==> src/core/pmtb_pkg.sv <==
package pmtb_pkg;

   // ****************************************************************
   // register word addresses
   // ****************************************************************
   localparam int PMTB_AW = 3;
   localparam logic [2:0] PMTB_A_PCTL = 3'h0;
   localparam logic [2:0] PMTB_A_PDIV = 3'h1;
   localparam logic [2:0] PMTB_A_PPER = 3'h2;
   localparam logic [2:0] PMTB_A_PCMP = 3'h3;
   localparam logic [2:0] PMTB_A_SCTL = 3'h4;
   localparam logic [2:0] PMTB_A_SPER = 3'h5;
   localparam logic [2:0] PMTB_A_SCMP = 3'h6;

   // ****************************************************************
   // field positions and reset values
   // ****************************************************************
   localparam int PMTB_B_MODULE_ON = 15;
   localparam int PMTB_B_HALT_IDLE = 13;
   localparam int PMTB_B_PENDING = 12;
   localparam int PMTB_CTL_W = 12;
   localparam int PMTB_DIV_W = 3;
   localparam logic [15:0] PMTB_PER_RST = 16'hFFF8;
   localparam logic [15:0] PMTB_CMP_RST = 16'h0000;
   localparam logic [2:0] PMTB_DIV_RST = 3'h0;
   localparam logic [2:0] PMTB_DIV_RSVD = 3'h7;
   localparam logic [2:0] PMTB_SRC_PIN = 3'h0;
   localparam logic [2:0] PMTB_SRC_TG16 = 3'h2;
   localparam logic [2:0] PMTB_SRC_TG17 = 3'h3;

   // control bits 11..0, shared layout of both time base controls
   typedef struct packed {
      logic event_irq_enable;
      logic immediate_period_load;
      logic sync_invert;
      logic sync_out_enable;
      logic ext_sync_enable;
      logic [2:0] sync_source_select;
      logic [3:0] event_postscale;
   } pmtb_ctl_t;

   localparam pmtb_ctl_t PMTB_CTL_RST = '0;

endpackage

==> src/core/pmtb_core.sv <==
// The implementer's own choices: the placing of the registers and the address-and-strobe port.
`timescale 1ns/100ps
module pmtb_core
   import pmtb_pkg::*;
#(
   parameter int DW = 16,
   parameter int PS_W = 4,
   parameter int PRE_W = 6
) (
   input wire logic clock,
   input wire logic rst,
   input wire logic [pmtb_pkg::PMTB_AW-1:0] reg_addr,
   input wire logic [DW-1:0] reg_wdata,
   input wire logic reg_wr,
   input wire logic reg_rd,
   output logic [DW-1:0] reg_rdata,
   input wire logic cpu_idle,
   input wire logic sync_in_a,
   input wire logic sync_in_b,
   input wire logic trig_gen_out_16,
   input wire logic trig_gen_out_17,
   output logic sync_out_a,
   output logic sync_out_a_oe,
   output logic sync_out_b,
   output logic sync_out_b_oe,
   output logic event_irq_a,
   output logic event_irq_b,
   output logic adc_event_trig
);
   import pmtb_pkg::*;

   // ****************************************************************
   // global control
   // ****************************************************************
   logic module_on_q;
   logic halt_in_idle_q;
   logic [PMTB_DIV_W-1:0] input_clock_divider_q;
   logic [PRE_W-1:0] pre_q;
   logic [PRE_W-1:0] pre_mask;
   logic run;
   logic tick;

   always_ff @(posedge clock or posedge rst) begin
      if (rst) begin
         module_on_q <= 1'b0;
         halt_in_idle_q <= 1'b0;
         input_clock_divider_q <= PMTB_DIV_RST;
      end else begin
         if (reg_wr && reg_addr == PMTB_A_PCTL) begin
            module_on_q <= reg_wdata[PMTB_B_MODULE_ON];
            halt_in_idle_q <= reg_wdata[PMTB_B_HALT_IDLE];
         end
         if (reg_wr && reg_addr == PMTB_A_PDIV) begin
            input_clock_divider_q <= reg_wdata[PMTB_DIV_W-1:0];
         end
      end
   end

   // reserved divider code falls back to divide-by-1
   always_comb begin
      if (input_clock_divider_q == PMTB_DIV_RSVD) begin
         pre_mask = '0;
      end else begin
         pre_mask = PRE_W'((1 << input_clock_divider_q) - 1);
      end
   end

   assign run = module_on_q && !(halt_in_idle_q && cpu_idle);
   assign tick = run && (pre_q == pre_mask);

   always_ff @(posedge clock or posedge rst) begin
      if (rst) begin
         pre_q <= '0;
      end else if (!run || tick) begin
         pre_q <= '0;
      end else begin
         pre_q <= pre_q + 1'b1;
      end
   end

   // ****************************************************************
   // sync input synchronisers
   // ****************************************************************
   logic [1:0] pin_s1_q;
   logic [1:0] pin_s2_q;
   logic [1:0] pin_s3_q;

   always_ff @(posedge clock or posedge rst) begin
      if (rst) begin
         pin_s1_q <= '0;
         pin_s2_q <= '0;
         pin_s3_q <= '0;
      end else begin
         pin_s1_q <= {sync_in_b, sync_in_a};
         pin_s2_q <= pin_s1_q;
         pin_s3_q <= pin_s2_q;
      end
   end

   // trigger generator outputs are on this clock: edge found directly
   logic tg16_q;
   logic tg17_q;

   always_ff @(posedge clock or posedge rst) begin
      if (rst) begin
         tg16_q <= 1'b0;
         tg17_q <= 1'b0;
      end else begin
         tg16_q <= trig_gen_out_16;
         tg17_q <= trig_gen_out_17;
      end
   end

   // ****************************************************************
   // two master time bases
   // ****************************************************************
   logic [1:0] trig_v;
   logic [1:0] so_v;
   logic [1:0] oe_v;
   logic [1:0] irq_v;
   pmtb_ctl_t ctl_v [2];
   logic [1:0] pend_v;
   logic [DW-1:0] per_v [2];
   logic [DW-1:0] cmp_v [2];

   for (genvar g = 0; g < 2; g++) begin : g_tb
      logic [2:0] a_ctl;
      logic [2:0] a_per;
      logic [2:0] a_cmp;
      pmtb_ctl_t ctl_q;
      logic pend_q;
      logic [DW-1:0] per_q;
      logic [DW-1:0] act_q;
      logic [DW-1:0] cmp_q;
      logic [DW-1:0] master_count_q;
      logic [PS_W-1:0] ps_q;
      logic trig_q;
      logic so_q;
      logic irq_q;
      logic pin_edge;
      logic tg_edge;
      logic sync_evt;
      logic boundary;
      logic match;
      logic trig_d;

      assign a_ctl = g ? PMTB_A_SCTL : PMTB_A_PCTL;
      assign a_per = g ? PMTB_A_SPER : PMTB_A_PPER;
      assign a_cmp = g ? PMTB_A_SCMP : PMTB_A_PCMP;

      always_ff @(posedge clock or posedge rst) begin
         if (rst) begin
            ctl_q <= PMTB_CTL_RST;
            per_q <= PMTB_PER_RST;
            cmp_q <= PMTB_CMP_RST;
         end else if (reg_wr) begin
            if (reg_addr == a_ctl) begin
               ctl_q <= pmtb_ctl_t'(reg_wdata[PMTB_CTL_W-1:0]);
            end
            if (reg_addr == a_per) begin
               per_q <= reg_wdata;
            end
            if (reg_addr == a_cmp) begin
               cmp_q <= reg_wdata;
            end
         end
      end

      // active-low pin sources are inverted before the edge detector; trigger generator edges are not
      assign pin_edge = (pin_s2_q[g] ^ ctl_q.sync_invert)
         && !(pin_s3_q[g] ^ ctl_q.sync_invert);
      assign tg_edge = (ctl_q.sync_source_select == PMTB_SRC_TG16) ? (trig_gen_out_16 && !tg16_q)
         : (ctl_q.sync_source_select == PMTB_SRC_TG17) ? (trig_gen_out_17 && !tg17_q)
         : 1'b0;
      assign sync_evt = run && ctl_q.ext_sync_enable
         && (((ctl_q.sync_source_select == PMTB_SRC_PIN) && pin_edge) || tg_edge);

      assign boundary = tick && (master_count_q >= act_q);
      assign match = tick && (master_count_q == cmp_q);
      assign trig_d = match && (ps_q == ctl_q.event_postscale);

      // buffered period reaches the counter at a boundary, on a sync event, while the module is off, or every cycle with immediate load
      always_ff @(posedge clock or posedge rst) begin
         if (rst) begin
            act_q <= PMTB_PER_RST;
         end else if (ctl_q.immediate_period_load || !module_on_q || boundary || sync_evt) begin
            act_q <= per_q;
         end
      end

      always_ff @(posedge clock or posedge rst) begin
         if (rst) begin
            master_count_q <= '0;
         end else if (!module_on_q || sync_evt || boundary) begin
            master_count_q <= '0;
         end else if (tick) begin
            master_count_q <= master_count_q + 1'b1;
         end
      end

      always_ff @(posedge clock or posedge rst) begin
         if (rst) begin
            ps_q <= '0;
         end else if (!module_on_q || trig_d) begin
            ps_q <= '0;
         end else if (match) begin
            ps_q <= ps_q + 1'b1;
         end
      end

      // set wins over the clear that comes from dropping the enable
      always_ff @(posedge clock or posedge rst) begin
         if (rst) begin
            pend_q <= 1'b0;
         end else if (trig_d) begin
            pend_q <= 1'b1;
         end else if (!ctl_q.event_irq_enable) begin
            pend_q <= 1'b0;
         end
      end

      always_ff @(posedge clock or posedge rst) begin
         if (rst) begin
            trig_q <= 1'b0;
            so_q <= 1'b0;
            irq_q <= 1'b0;
         end else begin
            trig_q <= trig_d;
            so_q <= boundary ^ ctl_q.sync_invert;
            irq_q <= (pend_q || trig_d) && ctl_q.event_irq_enable;
         end
      end

      assign trig_v[g] = trig_q;
      assign so_v[g] = so_q;
      assign irq_v[g] = irq_q;
      assign ctl_v[g] = ctl_q;
      assign pend_v[g] = pend_q;
      assign per_v[g] = per_q;
      assign cmp_v[g] = cmp_q;
   end

   // output enables follow the control bit, one cycle after the write
   logic [1:0] oe_q;
   logic adc_q;

   always_ff @(posedge clock or posedge rst) begin
      if (rst) begin
         oe_q <= '0;
         adc_q <= 1'b0;
      end else begin
         oe_q <= {ctl_v[1].sync_out_enable, ctl_v[0].sync_out_enable};
         adc_q <= |trig_v;
      end
   end

   assign oe_v = oe_q;
   assign sync_out_a = so_v[0];
   assign sync_out_b = so_v[1];
   assign sync_out_a_oe = oe_v[0];
   assign sync_out_b_oe = oe_v[1];
   assign event_irq_a = irq_v[0];
   assign event_irq_b = irq_v[1];
   assign adc_event_trig = adc_q;

   // ****************************************************************
   // register read
   // ****************************************************************
   logic [DW-1:0] rd_d;
   logic [DW-1:0] rdata_q;

   always_comb begin
      rd_d = '0;
      case (reg_addr)
         PMTB_A_PCTL: begin
            rd_d[PMTB_CTL_W-1:0] = ctl_v[0];
            rd_d[PMTB_B_PENDING] = pend_v[0];
            rd_d[PMTB_B_HALT_IDLE] = halt_in_idle_q;
            rd_d[PMTB_B_MODULE_ON] = module_on_q;
         end
         PMTB_A_PDIV: rd_d[PMTB_DIV_W-1:0] = input_clock_divider_q;
         PMTB_A_PPER: rd_d = per_v[0];
         PMTB_A_PCMP: rd_d = cmp_v[0];
         PMTB_A_SCTL: begin
            rd_d[PMTB_CTL_W-1:0] = ctl_v[1];
            rd_d[PMTB_B_PENDING] = pend_v[1];
         end
         PMTB_A_SPER: rd_d = per_v[1];
         PMTB_A_SCMP: rd_d = cmp_v[1];
         default: rd_d = '0;
      endcase
   end

   always_ff @(posedge clock or posedge rst) begin
      if (rst) begin
         rdata_q <= '0;
      end else if (reg_rd) begin
         rdata_q <= rd_d;
      end else begin
         rdata_q <= '0;
      end
   end

   assign reg_rdata = rdata_q;

endmodule

==> config.mk <==
export PLATFORM = sky130hd
export DESIGN_NAME = pmtb_core
export DESIGN_NICKNAME = d
export VERILOG_FILES = /design/src/core/pmtb_pkg.sv /design/src/core/pmtb_core.sv
export SDC_FILE = /design/constraint.sdc
export NUM_CORES = 1
export LEC_CHECK = 0
export BUFFER_PORTS_ARGS = -buffer_cell sky130_fd_sc_hd__buf_2
export CORE_MARGIN = 2
export CORE_UTILIZATION = 55
export CTS_BUF_LIST = sky130_fd_sc_hd__clkbuf_4 sky130_fd_sc_hd__clkbuf_8
export CTS_CLUSTER_SIZE = 28
export DETAILED_ROUTE_END_ITERATION = 7
export PLACE_DENSITY_LB_ADDON = 0.08
export SYNTH_ARGS = -nofsm -noshare
export SYNTH_HDL_FRONTEND = slang
export SYNTH_SLANG_ARGS = --single-unit
==> constraint.sdc <==
create_clock -name clock -period 8.1 [get_ports clock]
set_clock_uncertainty 0.05 [all_clocks]
set_input_delay 2.025 -clock clock [delete_from_list [all_inputs] [get_ports clock]]
set_output_delay 2.025 -clock clock [all_outputs]
set_load 0.01 [all_outputs]
Word-level counts from Yosys, hierarchy flattened
Index checks and enable logic that the tools add are counted.
Word-level totals
  register bits after elaboration: 206
  input port bits: 28
  output and inout bits: 23
  logic and storage cells: 162
Operators by class
  add/sub/neg operators: 6
  $lt $le $gt $ge: 2
  eq/ne operators: 18
  shift-type cells: 1
  multiplexer cells: 24
  bitwise operators: 6
  reductions and logical operators: 61
Operators by type and width (number)
  $mux 16: 5
  $pmux 10 s6: 1
  $add 16x1->16 const B: 2
  $eq 16x16->1: 2
  $ge 16x16->1: 2
  $logic_and 1x1->1: 23
  $pmux 3 s7: 1
  $eq 3x2->1 const B: 6
  $logic_or 1x1->1: 17
  $mux 4: 4
  $eq 3x3->1 const B: 4
  $mux 6: 2
  $reduce_and 2->1: 6
  $pmux 1 s5: 2
  $logic_not 3->1: 3
  $add 4x1->4 const B: 2
  $eq 4x4->1: 2
  $mux 1: 8
  $reduce_bool 2->1: 4
  $logic_not 1->1: 7
  $add 6x1->6 const B: 1
  $eq 6x6->1: 1
  $shl 1x3->6 const A: 1
  $sub 6x2->6 const B: 1
  other kinds (5): 11

Logic depth before layout (Yosys ltp)
Gate-level depths: netlist of run 1.
  depth in word-level cells: 9
  depth in mapped cells: 12
  mapped depth without buffers: 9

Least setup slack after synthesis of run 1
Ideal clock, no wire load.
  path type: input port to flip-flop
  start point: in reg_addr[0] (netlist name)
  end point: reg g_tb[0].per_q[0]
  arrival: 3.627 ns
  data required time: 7.925 ns
  path slack: 4.298 ns
  cell stages on the path: 6
  buffers on the path: 3
  cells stage by stage: clkbuf_1 > nor2_1 > and3_1 > clkbuf_1 > clkbuf_1 > mux2_2
On the way
  longest elaborated chain between the ends: 2
RTL lines
  start, declared: line pmtb_core.sv:12  | input wire logic [pmtb_pkg::PMTB_AW-1:0] reg_addr,
  $eq 3x2->1: line pmtb_core.sv:160  | if (reg_addr == a_per) begin
  $reduce_and 2->1 (no source line)
  end signal, assigned: line pmtb_core.sv:161  | per_q <= reg_wdata;
  end, declared: line pmtb_core.sv:132  | logic [DW-1:0] per_q;
Every way passes these cells.
A chain may end at the register's enable or synchronous reset.

Final worst setup path of run 1
  start point: in reg_addr[2] (netlist name)
  end point: reg g_tb[1].cmp_q[2]
On the way
  longest elaborated chain between the ends: 2
RTL lines
  $eq 3x3->1: line pmtb_core.sv:163  | if (reg_addr == a_cmp) begin
  $reduce_and 2->1 (no source line)
  end signal, assigned: line pmtb_core.sv:164  | cmp_q <= reg_wdata;
  end, declared: line pmtb_core.sv:134  | logic [DW-1:0] cmp_q;
Every way passes these cells.

==> impl_metrics.yaml, run 1 <==
synth:
  synth.area.mux_share_pct: 16.5
  synth_top_cell_area_share_pct: 35.2
  synth_common_cells: "dfrtp_1, mux2_2, nand2_1"
  ys_ff_latch: 206
  synth-simple-area-share_pct: 12.6
  yosysWarnings: 0
  yosys-top-cells-area: "dfrtp_1, dfstp_2, mux2_2"
  synth_edf_count: 0
  synth_top_family_by_area: "multiplexers"
  synth_compound_area_share_pct: 10.7
  synth_cell_types: 67
  synth_cells: 973
  synth_fa_ha_area_share_pct: 4.34
  avgSynthCellArea_sq_um: 11.3
  synth_seq_area_share_pct: 47.7
  syn_area_sq_mm: 0.0110
  yosysMostFrequentCell: "dfrtp_1"
  syn_nets: 1039
  yosys.area.top_type: "dfrtp_1"
  synthXorXnorAreaFrac_pct: 4.56
  synth-async-reset-ratio_pct: 100
  dominantRegCellSynth: "dfrtp_1"
sta:
  fmax_mhz: 252
  drv_slew: 0
  layout_min_cycle_time_ps: 3970
  slew-limit-headroom_pct: 12.4
  hold-worst-slack_ps: 299
  setup_viol: 0
  period_share_pct: 49.0
  hold_viol_final: 0
  worst_slew_pin_slew_ps: 1310
  finalWorstSetupSlack_ps: 4130
  fin_setup_tns_ps: 0
  rsz0062_at_grt: "no"
clock_network:
  post-cts-setup-buffers: 0
  cts_sinks: 206
  path_clk_slew_ps: 60
  cts_tree: "yes"
  clk_latency_ps: 530
  cts.path.max_buffers: 3
  hold_buffers: 0
  root_buffer: "clkbuf_8"
  cts_made_buffers: 37
  ctsResizeCount: 0
  cts_htree_levels: 2
global_route:
  grt_max_degree: 131
  grt_pass1_wl_um: 45800
  grt_use_met2_pct: 42.5
  grtUsageMet3_pct: 4.28
  grt_util_all_layers_pct: 27.8
  antenna_found_initial: 0
  grt_pass1_vias: 7836
  grt_overflow: 0
  busiest_layer: "met2"
  met1_usage_pct: 41.4
power:
  power.switching_mw: 1.00
  powerDensity_mw_per_mm2: 259
  power.internal_mw: 2.15
  power_frac_seq_pct: 45.7
  clkPwrFrac_pct: 31.9
  swShare_pct: 31.9
  p_leak_nw: 5.20
  comb_power_share_pct: 22.4
  ir_drop_uv: 187
detailed_routing:
  drt-pass1-iter-count: 5
  drc: 0
  post_drt_via_cell_ratio: 6.09
  drtIter0Drc: 516
  finalWirelength_um: 29000
  num_vias: 7983
  ant_nets: 0
  avgRoutedWirePerCell_um: 22.2
floorplanning:
  dieHeight_um: 145
  core_sq_mm: 0.0195
  initial_core_util_pct: 56.1
  boundaryPins: 51
  die_area_sq_mm: 0.0211
  die_w_um: 145
  rows: 51
critical_path:
  arrival_ps: 4330
  start_kind: "input port"
  critPathKind: "input port to register"
  cp.required_ps: 8460
  cp_max_fo: 36
  crit_path_end_kind: "register"
place:
  hpwl_um: 20000
  placedInstanceArea_sq_mm: 0.0114
  pre_cts_slack_ps: 3690
  gp_congestion: 0.900
  port-buffer-count: 50
  dp_cells: 1243
finish:
  final_area_sq_mm: 0.0121
  nets: 1083
  fin_cells: 1311
  syn_to_final_growth_pct: 10.9
  drive_above_1_share_pct: 30.1
status:
  status: "finished clean"
flow_run:
  drv_cap: 0
min_path:
  hp-class: "register to register"
[critical path, cell delays in order]
cell     delay (ps)
buf_2           560
nor2b_1         520
nand3_1         680
mux2_2          520
[metal layers]
| metal | vias up | part of all wire [%] |
|---|---|---|
| met5 | - | 0 |
| met4 | 0 | 2.5 |
| met3 | 55 | 6.0 |
| met2 | 276 | 45 |
| met1 | 3983 | 46 |
| li1 | 3669 | - |
[cell type report]
cell class / count / area [sq um]
timing repair buffer: 59 / 318
fill: 1672 / 7380
clock inverter: 11 / 60.1
tap: 265 / 332
inverter: 45 / 176
sequential: 206 / 5220
multi-input combinational: 668 / 5340
clock buffer: 56 / 702
antenna: 1 / 2.50
[state kept, by name, indices dropped and copies added (netlist names)]
signal                 cells
g_tb.act_q                32
g_tb.cmp_q                32
g_tb.master_count_q       32
g_tb.per_q                32
ctl_v                     24
reg_rdata                 16
g_tb.ps_q                  8
pre_q                      6
input_clock_divider_q      3
g_tb.pend_q                2
g_tb.trig_q                2
oe_q                       2
pin_s1_q                   2
pin_s2_q                   2
pin_s3_q                   2
adc_event_trig             1
event_irq_a                1
event_irq_b                1
halt_in_idle_q             1
module_on_q                1
sync_out_a                 1
sync_out_b                 1
tg16_q                     1
tg17_q                     1
[cells in the final DEF (no fill, tap or decap), drive strengths merged, types with 5 or more instances in the layout]
| master | synthesis | routed |
|---|---|---|
| o31ai | 15 | 15 |
| dfstp | 52 | 52 |
| or4 | 12 | 12 |
| nor3b | 5 | 5 |
| nor2b | 11 | 11 |
| nand2 | 55 | 55 |
| nor3 | 10 | 10 |
| o211ai | 16 | 16 |
| xnor2 | 53 | 53 |
| nand2b | 5 | 5 |
| nand3b | 6 | 6 |
| a31oi | 9 | 9 |
| nor4 | 5 | 5 |
| ha | 38 | 38 |
| nand4b | 6 | 6 |
| a21oi | 29 | 29 |
| a21boi | 6 | 6 |
| clkbuf | 37 | 56 |
| mux2i | 23 | 23 |
| inv | 45 | 45 |
| nor2 | 34 | 34 |
| clkinv | 0 | 9 |
| a221o | 6 | 6 |
| buf | 17 | 59 |
| and3 | 17 | 17 |
| or3 | 7 | 7 |
| mux2 | 127 | 127 |
| nand4 | 33 | 33 |
| a311oi | 12 | 12 |
| nand3 | 37 | 37 |
| dfrtp | 154 | 154 |
| o21ai | 34 | 34 |
| a211oi | 5 | 5 |
[final timing paths]
| path | startpoint | to | slack, ps | cells past startpoint |
|---|---|---|---|---|
| max | reg_addr[2] | g_tb[1].cmp_q[2] | 4130 | 4 |
| max in group asynchronous | rst | g_tb[0].cmp_q[2] | 4760 | 3 |
| min reg2reg | pin_s1_q[1] | pin_s2_q[1] | 300 | 0 |
| min in group asynchronous | rst | pin_s1_q[1] | 1640 | 2 |
| max reg2reg | input_clock_divider_q[1] | g_tb[0].master_count_q[4] | 4390 | 6 |
| min | pin_s1_q[1] | pin_s2_q[1] | 300 | 0 |
[power by group through the flow]
| stage | clock, mW | sequential, mW | combinational, mW |
|---|---|---|---|
| 2_1_floorplan | 0 | 1.38 | 0.537 |
| 3_3_place_gp | 0 | 1.45 | 0.681 |
| 3_5_place_dp | 0 | 1.45 | 0.693 |
| 4_1_cts | 1.02 | 1.44 | 0.701 |
| 5_1_grt | 1.07 | 1.47 | 0.770 |
| 6_report | 1.01 | 1.44 | 0.705 |
[stage by stage]
stage                     total power [mW]  util, %
after floorplan                       1.92        -
after global placement                2.13     58.3
after detailed placement              2.15     58.3
after CTS                             3.16     62.2
after global routing                  3.30     62.2
final                                 3.15     62.2
[cell families after synthesis]
kind of cell / Yosys count
compound gates: 165
mux: 153
xor+xnor: 57
flops: 206
simple gates: 255
buf+inv: 99
fa+ha+maj: 38
Note: power is estimated with default switching activity, not from simulation.
==> inputs of run 2 (changes only) <==
==> constraint.sdc (replaced) <==
create_clock -name clock -period 3.7 [get_ports clock]
set_clock_uncertainty 0.05 [all_clocks]
set_input_delay 0.925 -clock clock [delete_from_list [all_inputs] [get_ports clock]]
set_output_delay 0.925 -clock clock [all_outputs]
set_load 0.01 [all_outputs]
==> impl_metrics.yaml, run 2 (synthesis results as in run 1) <==
finish:
  final_cell_mix: "dfrtp_1, mux2_2, nand2_1, xnor2_1, dfstp_2"
  n_fill_cell: 1603
  syn_to_final_growth_pct: 13.0
  nets: 1107
  final_common_cell: "dfrtp_1"
  utilization_pct: 63.4
  drive_above_1_share_pct: 31.8
sta:
  rsz0062_at_grt: "no"
  slew-limit-headroom_pct: 33.3
  hold_viol_final: 0
  worst_slew_pin_slew_ps: 1000
  hold-worst-slack_ps: 301
  fmax_mhz: 287
  period_share_pct: 94.2
  drv_slew: 0
  finalWorstSetupSlack_ps: 216
  setup_viol: 0
  layout_min_cycle_time_ps: 3480
  fin_setup_tns_ps: 0
detailed_routing:
  post_drt_via_cell_ratio: 6.01
  avgRoutedWirePerCell_um: 21.5
  num_vias: 8030
  drt-pass1-iter-count: 5
  drtIter0Drc: 685
  finalWirelength_um: 28700
  drc: 0
  ant_nets: 0
clock_network:
  cts_tree: "yes"
  path_clk_slew_ps: 50
  post-cts-setup-buffers: 0
  cts.path.max_buffers: 3
  clk_latency_ps: 540
  cts_made_buffers: 37
  cts_htree_levels: 2
  cts_sinks: 206
  root_buffer: "clkbuf_8"
  hold_buffers: 0
  ctsResizeCount: 0
global_route:
  grt_pass1_vias: 7817
  grt_overflow: 0
  busiest_layer: "met2"
  antenna_found_initial: 0
  grt_util_all_layers_pct: 27.8
  grt_pass1_wl_um: 45800
  grt_use_met2_pct: 41.4
  met1_usage_pct: 40.9
  grt_max_degree: 82
  grtUsageMet3_pct: 5.60
floorplanning:
  initial_core_util_pct: 56.1
  core_sq_mm: 0.0195
  die_area_sq_mm: 0.0211
  rows: 51
  die_w_um: 145
  dieHeight_um: 145
  boundaryPins: 51
power:
  p_leak_nw: 5.33
  powerDensity_mw_per_mm2: 562
  ir_drop_uv: 354
  power_mw: 6.95
place:
  hpwl_um: 20400
  port-buffer-count: 50
  gp_congestion: 0.905
  pre_cts_slack_ps: 276
critical_path:
  crit_top_cell: "a211oi_1"
  max_stage_delay_ps: 900
  cpMaxStageDelayCell: "o311a_1"
  arrival_ps: 3870
  crit_path_end_kind: "register"
  cp_max_fo: 16
  start_kind: "register"
  cp.required_ps: 4080
  regToRegSetupSlack_ps: 220
  critPathKind: "register to register"
  path_cells: "or3_1 -> ha_1 -> a211oi_1 -> a211oi_1 -> o211ai_1 -> a31o_1 -> o311a_1 -> mux2_1"
status:
  status: "finished clean"
flow_run:
  drv_cap: 0
min_path:
  hp-class: "register to register"
-- run 2: cell count changes in the layout (fill, tap and decap cells not counted) --
cell / delta
buf_12: +2
buf_4: +22
clkbuf_4: +8
clkbuf_8: +1
clkinv_2: -7
inv_8: -1
-- run 2: path summary, 6_finish.rpt --
kind	startpoint	to	cells after the start
worst max-delay path	input_clock_divider_q[2]	g_tb[1].act_q[9]	8
worst min-delay path	pin_s1_q[0]	pin_s2_q[0]	0
worst max register to register	input_clock_divider_q[2]	g_tb[1].act_q[9]	8
worst min register to register	pin_s1_q[0]	pin_s2_q[0]	0
max in group asynchronous	rst	g_tb[1].per_q[7]	3
min in group asynchronous	rst	g_tb[1].cmp_q[7]	2
-- run 2: worst max-delay path: cells and delay by family, from the launching register on --
family,cells,cell delay (ps)
compound gates,5,1780
fa+ha+maj,1,340
flops,1,440
mux,1,390
simple gates,1,390
-- run 2: cell type report --
| class | instances | area [sq um] | share of cell area, % |
|---|---|---|---|
| sequential | 206 | 5220 | 42.2 |
| antenna | 1 | 2.50 | 0.0202 |
| clock buffer | 65 | 776 | 6.27 |
| multi-input combinational | 668 | 5340 | 43.1 |
| timing repair buffer | 83 | 523 | 4.22 |
| tap | 265 | 332 | 2.68 |
| inverter | 45 | 173 | 1.39 |
| clock inverter | 3 | 17.5 | 0.141 |
-- run 2: power breakdown --
part           internal (mW)  switching (mW)
Clock                   1.31           0.942
Sequential              2.77           0.365
Combinational          0.735           0.828
Total                   4.82            2.13
-- run 2: per-layer routing --
metal | routed length [um] | up-vias
li1 | - | 3719
met1 | 13200 | 3956
met2 | 12800 | 306
met3 | 1850 | 49
met4 | 786 | 0
met5 | 0 | -
-- run 2: per-stage QoR --
step / instance area (sq um) / instances
3_3_place_gp: 11600 / 1267
6_report: 12400 / 1336
5_1_grt: 12400 / 1335
3_5_place_dp: 11600 / 1267
4_1_cts: 12400 / 1335
2_1_floorplan: 11000 / 973
==> inputs of run 3 (changes only) <==
--- a/config.mk
+++ b/config.mk
@@ -6,12 +6,13 @@
 export NUM_CORES = 1
 export LEC_CHECK = 0
 export BUFFER_PORTS_ARGS = -buffer_cell sky130_fd_sc_hd__buf_2
+export CORE_ASPECT_RATIO = 1.2
 export CORE_MARGIN = 2
-export CORE_UTILIZATION = 55
+export CORE_UTILIZATION = 25
 export CTS_BUF_LIST = sky130_fd_sc_hd__clkbuf_4 sky130_fd_sc_hd__clkbuf_8
 export CTS_CLUSTER_SIZE = 28
 export DETAILED_ROUTE_END_ITERATION = 7
-export PLACE_DENSITY_LB_ADDON = 0.08
+export PLACE_DENSITY = 0.39
 export SYNTH_ARGS = -nofsm -noshare
 export SYNTH_HDL_FRONTEND = slang
 export SYNTH_SLANG_ARGS = --single-unit
==> impl_metrics.yaml, run 3 (synthesis results as in run 1) <==
critical_path:
  critPathKind: "register to register"
  arrival_ps: 3780
  cp.required_ps: 4130
  start_kind: "register"
  crit_path_end_kind: "register"
  cp_max_fo: 16
place:
  port-buffer-count: 50
  dp_cells: 1568
  hpwl_um: 24600
  placedInstanceArea_sq_mm: 0.0120
  gp_congestion: 0.780
global_route:
  grt_util_all_layers_pct: 15.3
  grt_pass1_vias: 8175
  antenna_found_initial: 3
  grt_pass1_wl_um: 52400
  grt_max_degree: 129
  grt_overflow: 0
clock_network:
  clk_latency_ps: 560
  root_buffer: "clkbuf_8"
  ctsResizeCount: 0
  cts_sinks: 206
  path_clk_slew_ps: 60
  cts_made_buffers: 40
  hold_buffers: 0
  post-cts-setup-buffers: 0
  cts.path.max_buffers: 3
  cts_tree: "yes"
  cts_htree_levels: 2
floorplanning:
  initial_core_util_pct: 25.2
  boundaryPins: 51
  die_w_um: 195
  core_sq_mm: 0.0435
  die_area_sq_mm: 0.0455
  dieHeight_um: 233
  rows: 84
power:
  ir_drop_uv: 233
  powerDensity_mw_per_mm2: 568
  p_leak_nw: 5.43
finish:
  final_cell_mix: "dfrtp_1, mux2_2, nand2_1, clkbuf_8, xnor2_1"
  syn_to_final_growth_pct: 18.1
  drive_above_1_share_pct: 32.7
  fin_cells: 1643
  final_common_cell: "dfrtp_1"
  final_area_sq_mm: 0.0129
  nets: 1117
detailed_routing:
  drtIter0Drc: 445
  ant_nets: 0
  drc: 0
  post_drt_via_cell_ratio: 4.83
  finalWirelength_um: 34300
  num_vias: 7938
  avgRoutedWirePerCell_um: 20.9
  drt-pass1-iter-count: 5
sta:
  slew-limit-headroom_pct: 28.5
  drv_slew: 0
  period_share_pct: 90.7
  fin_setup_tns_ps: 0
  fmax_mhz: 298
  rsz0062_at_grt: "no"
  layout_min_cycle_time_ps: 3360
  setup_viol: 0
  worst_slew_pin_slew_ps: 1070
  hold_viol_final: 0
min_path:
  hp-class: "register to register"
status:
  status: "finished clean"
flow_run:
  drv_cap: 0
[run 3: cell types whose count changed in the layout (fill, tap and decap cells not counted), sizes merged]
| cell | previous run | this run |
|---|---|---|
| buf | 83 | 90 |
| clkinv | 2 | 8 |
| clkbuf | 65 | 62 |
| bufinv | 0 | 2 |
| clkinvlp | 2 | 3 |
[run 3: area by class of cell]
cell class	count	area, sq um
antenna	1	2.50
clock buffer	62	803
clock inverter	12	115
fill	4575	30600
inverter	45	173
multi-input combinational	668	5340
sequential	206	5220
tap	559	699
timing repair buffer	90	576
[run 3: power breakdown]
| part | switching (mW) | leakage (nW) | internal [mW] |
|---|---|---|---|
| sequential | 0.355 | 2.52 | 2.77 |
| clock | 1.05 | 0.485 | 1.53 |
| combinational | 0.886 | 2.43 | 0.748 |
[run 3: final timing paths]
check	from	endpoint	slack (ps)	cells past startpoint
hold reg to reg	pin_s1_q[0]	pin_s2_q[0]	300	0
hold / removal	pin_s1_q[0]	pin_s2_q[0]	300	0
setup reg to reg	input_clock_divider_q[2]	g_tb[1].act_q[7]	340	8
min in group asynchronous	rst	g_tb[1].act_q[2]	460	3
setup / recovery	input_clock_divider_q[2]	g_tb[1].act_q[7]	340	8
max in group asynchronous	rst	g_tb[0].master_count_q[7]	2420	3
[run 3: stage by stage]
stage	util (%)	hold slack, ps	setup WS (ps)	total power [mW]
3_3_place_gp	27.6	282	309	4.81
3_5_place_dp	27.6	289	287	4.82
6_report	29.7	300	344	7.35
2_1_floorplan	-	281	95.2	4.20
4_1_cts	29.7	302	253	7.48
5_1_grt	29.7	305	64.9	7.78
[run 3: worst max-delay path: stages, from the launching register on]
cell and delay [ps]:
dfrtp_1 400, or3_1 380, ha_1 330, a211oi_1 220, a211oi_1 70, o211ai_1 120, a31o_1 370, o311a_1 940
mux2_1 380
[run 3: routing by layer]
layer	vias to the layer above	wire, um	part of all wire, %	global-route usage, %
met5	-	19	0.055	0
met2	176	16200	47	25.6
met1	3959	16000	47	20.2
li1	3738	-	-	-
met4	4	831	2.4	4.89
met3	61	1350	3.9	2.63
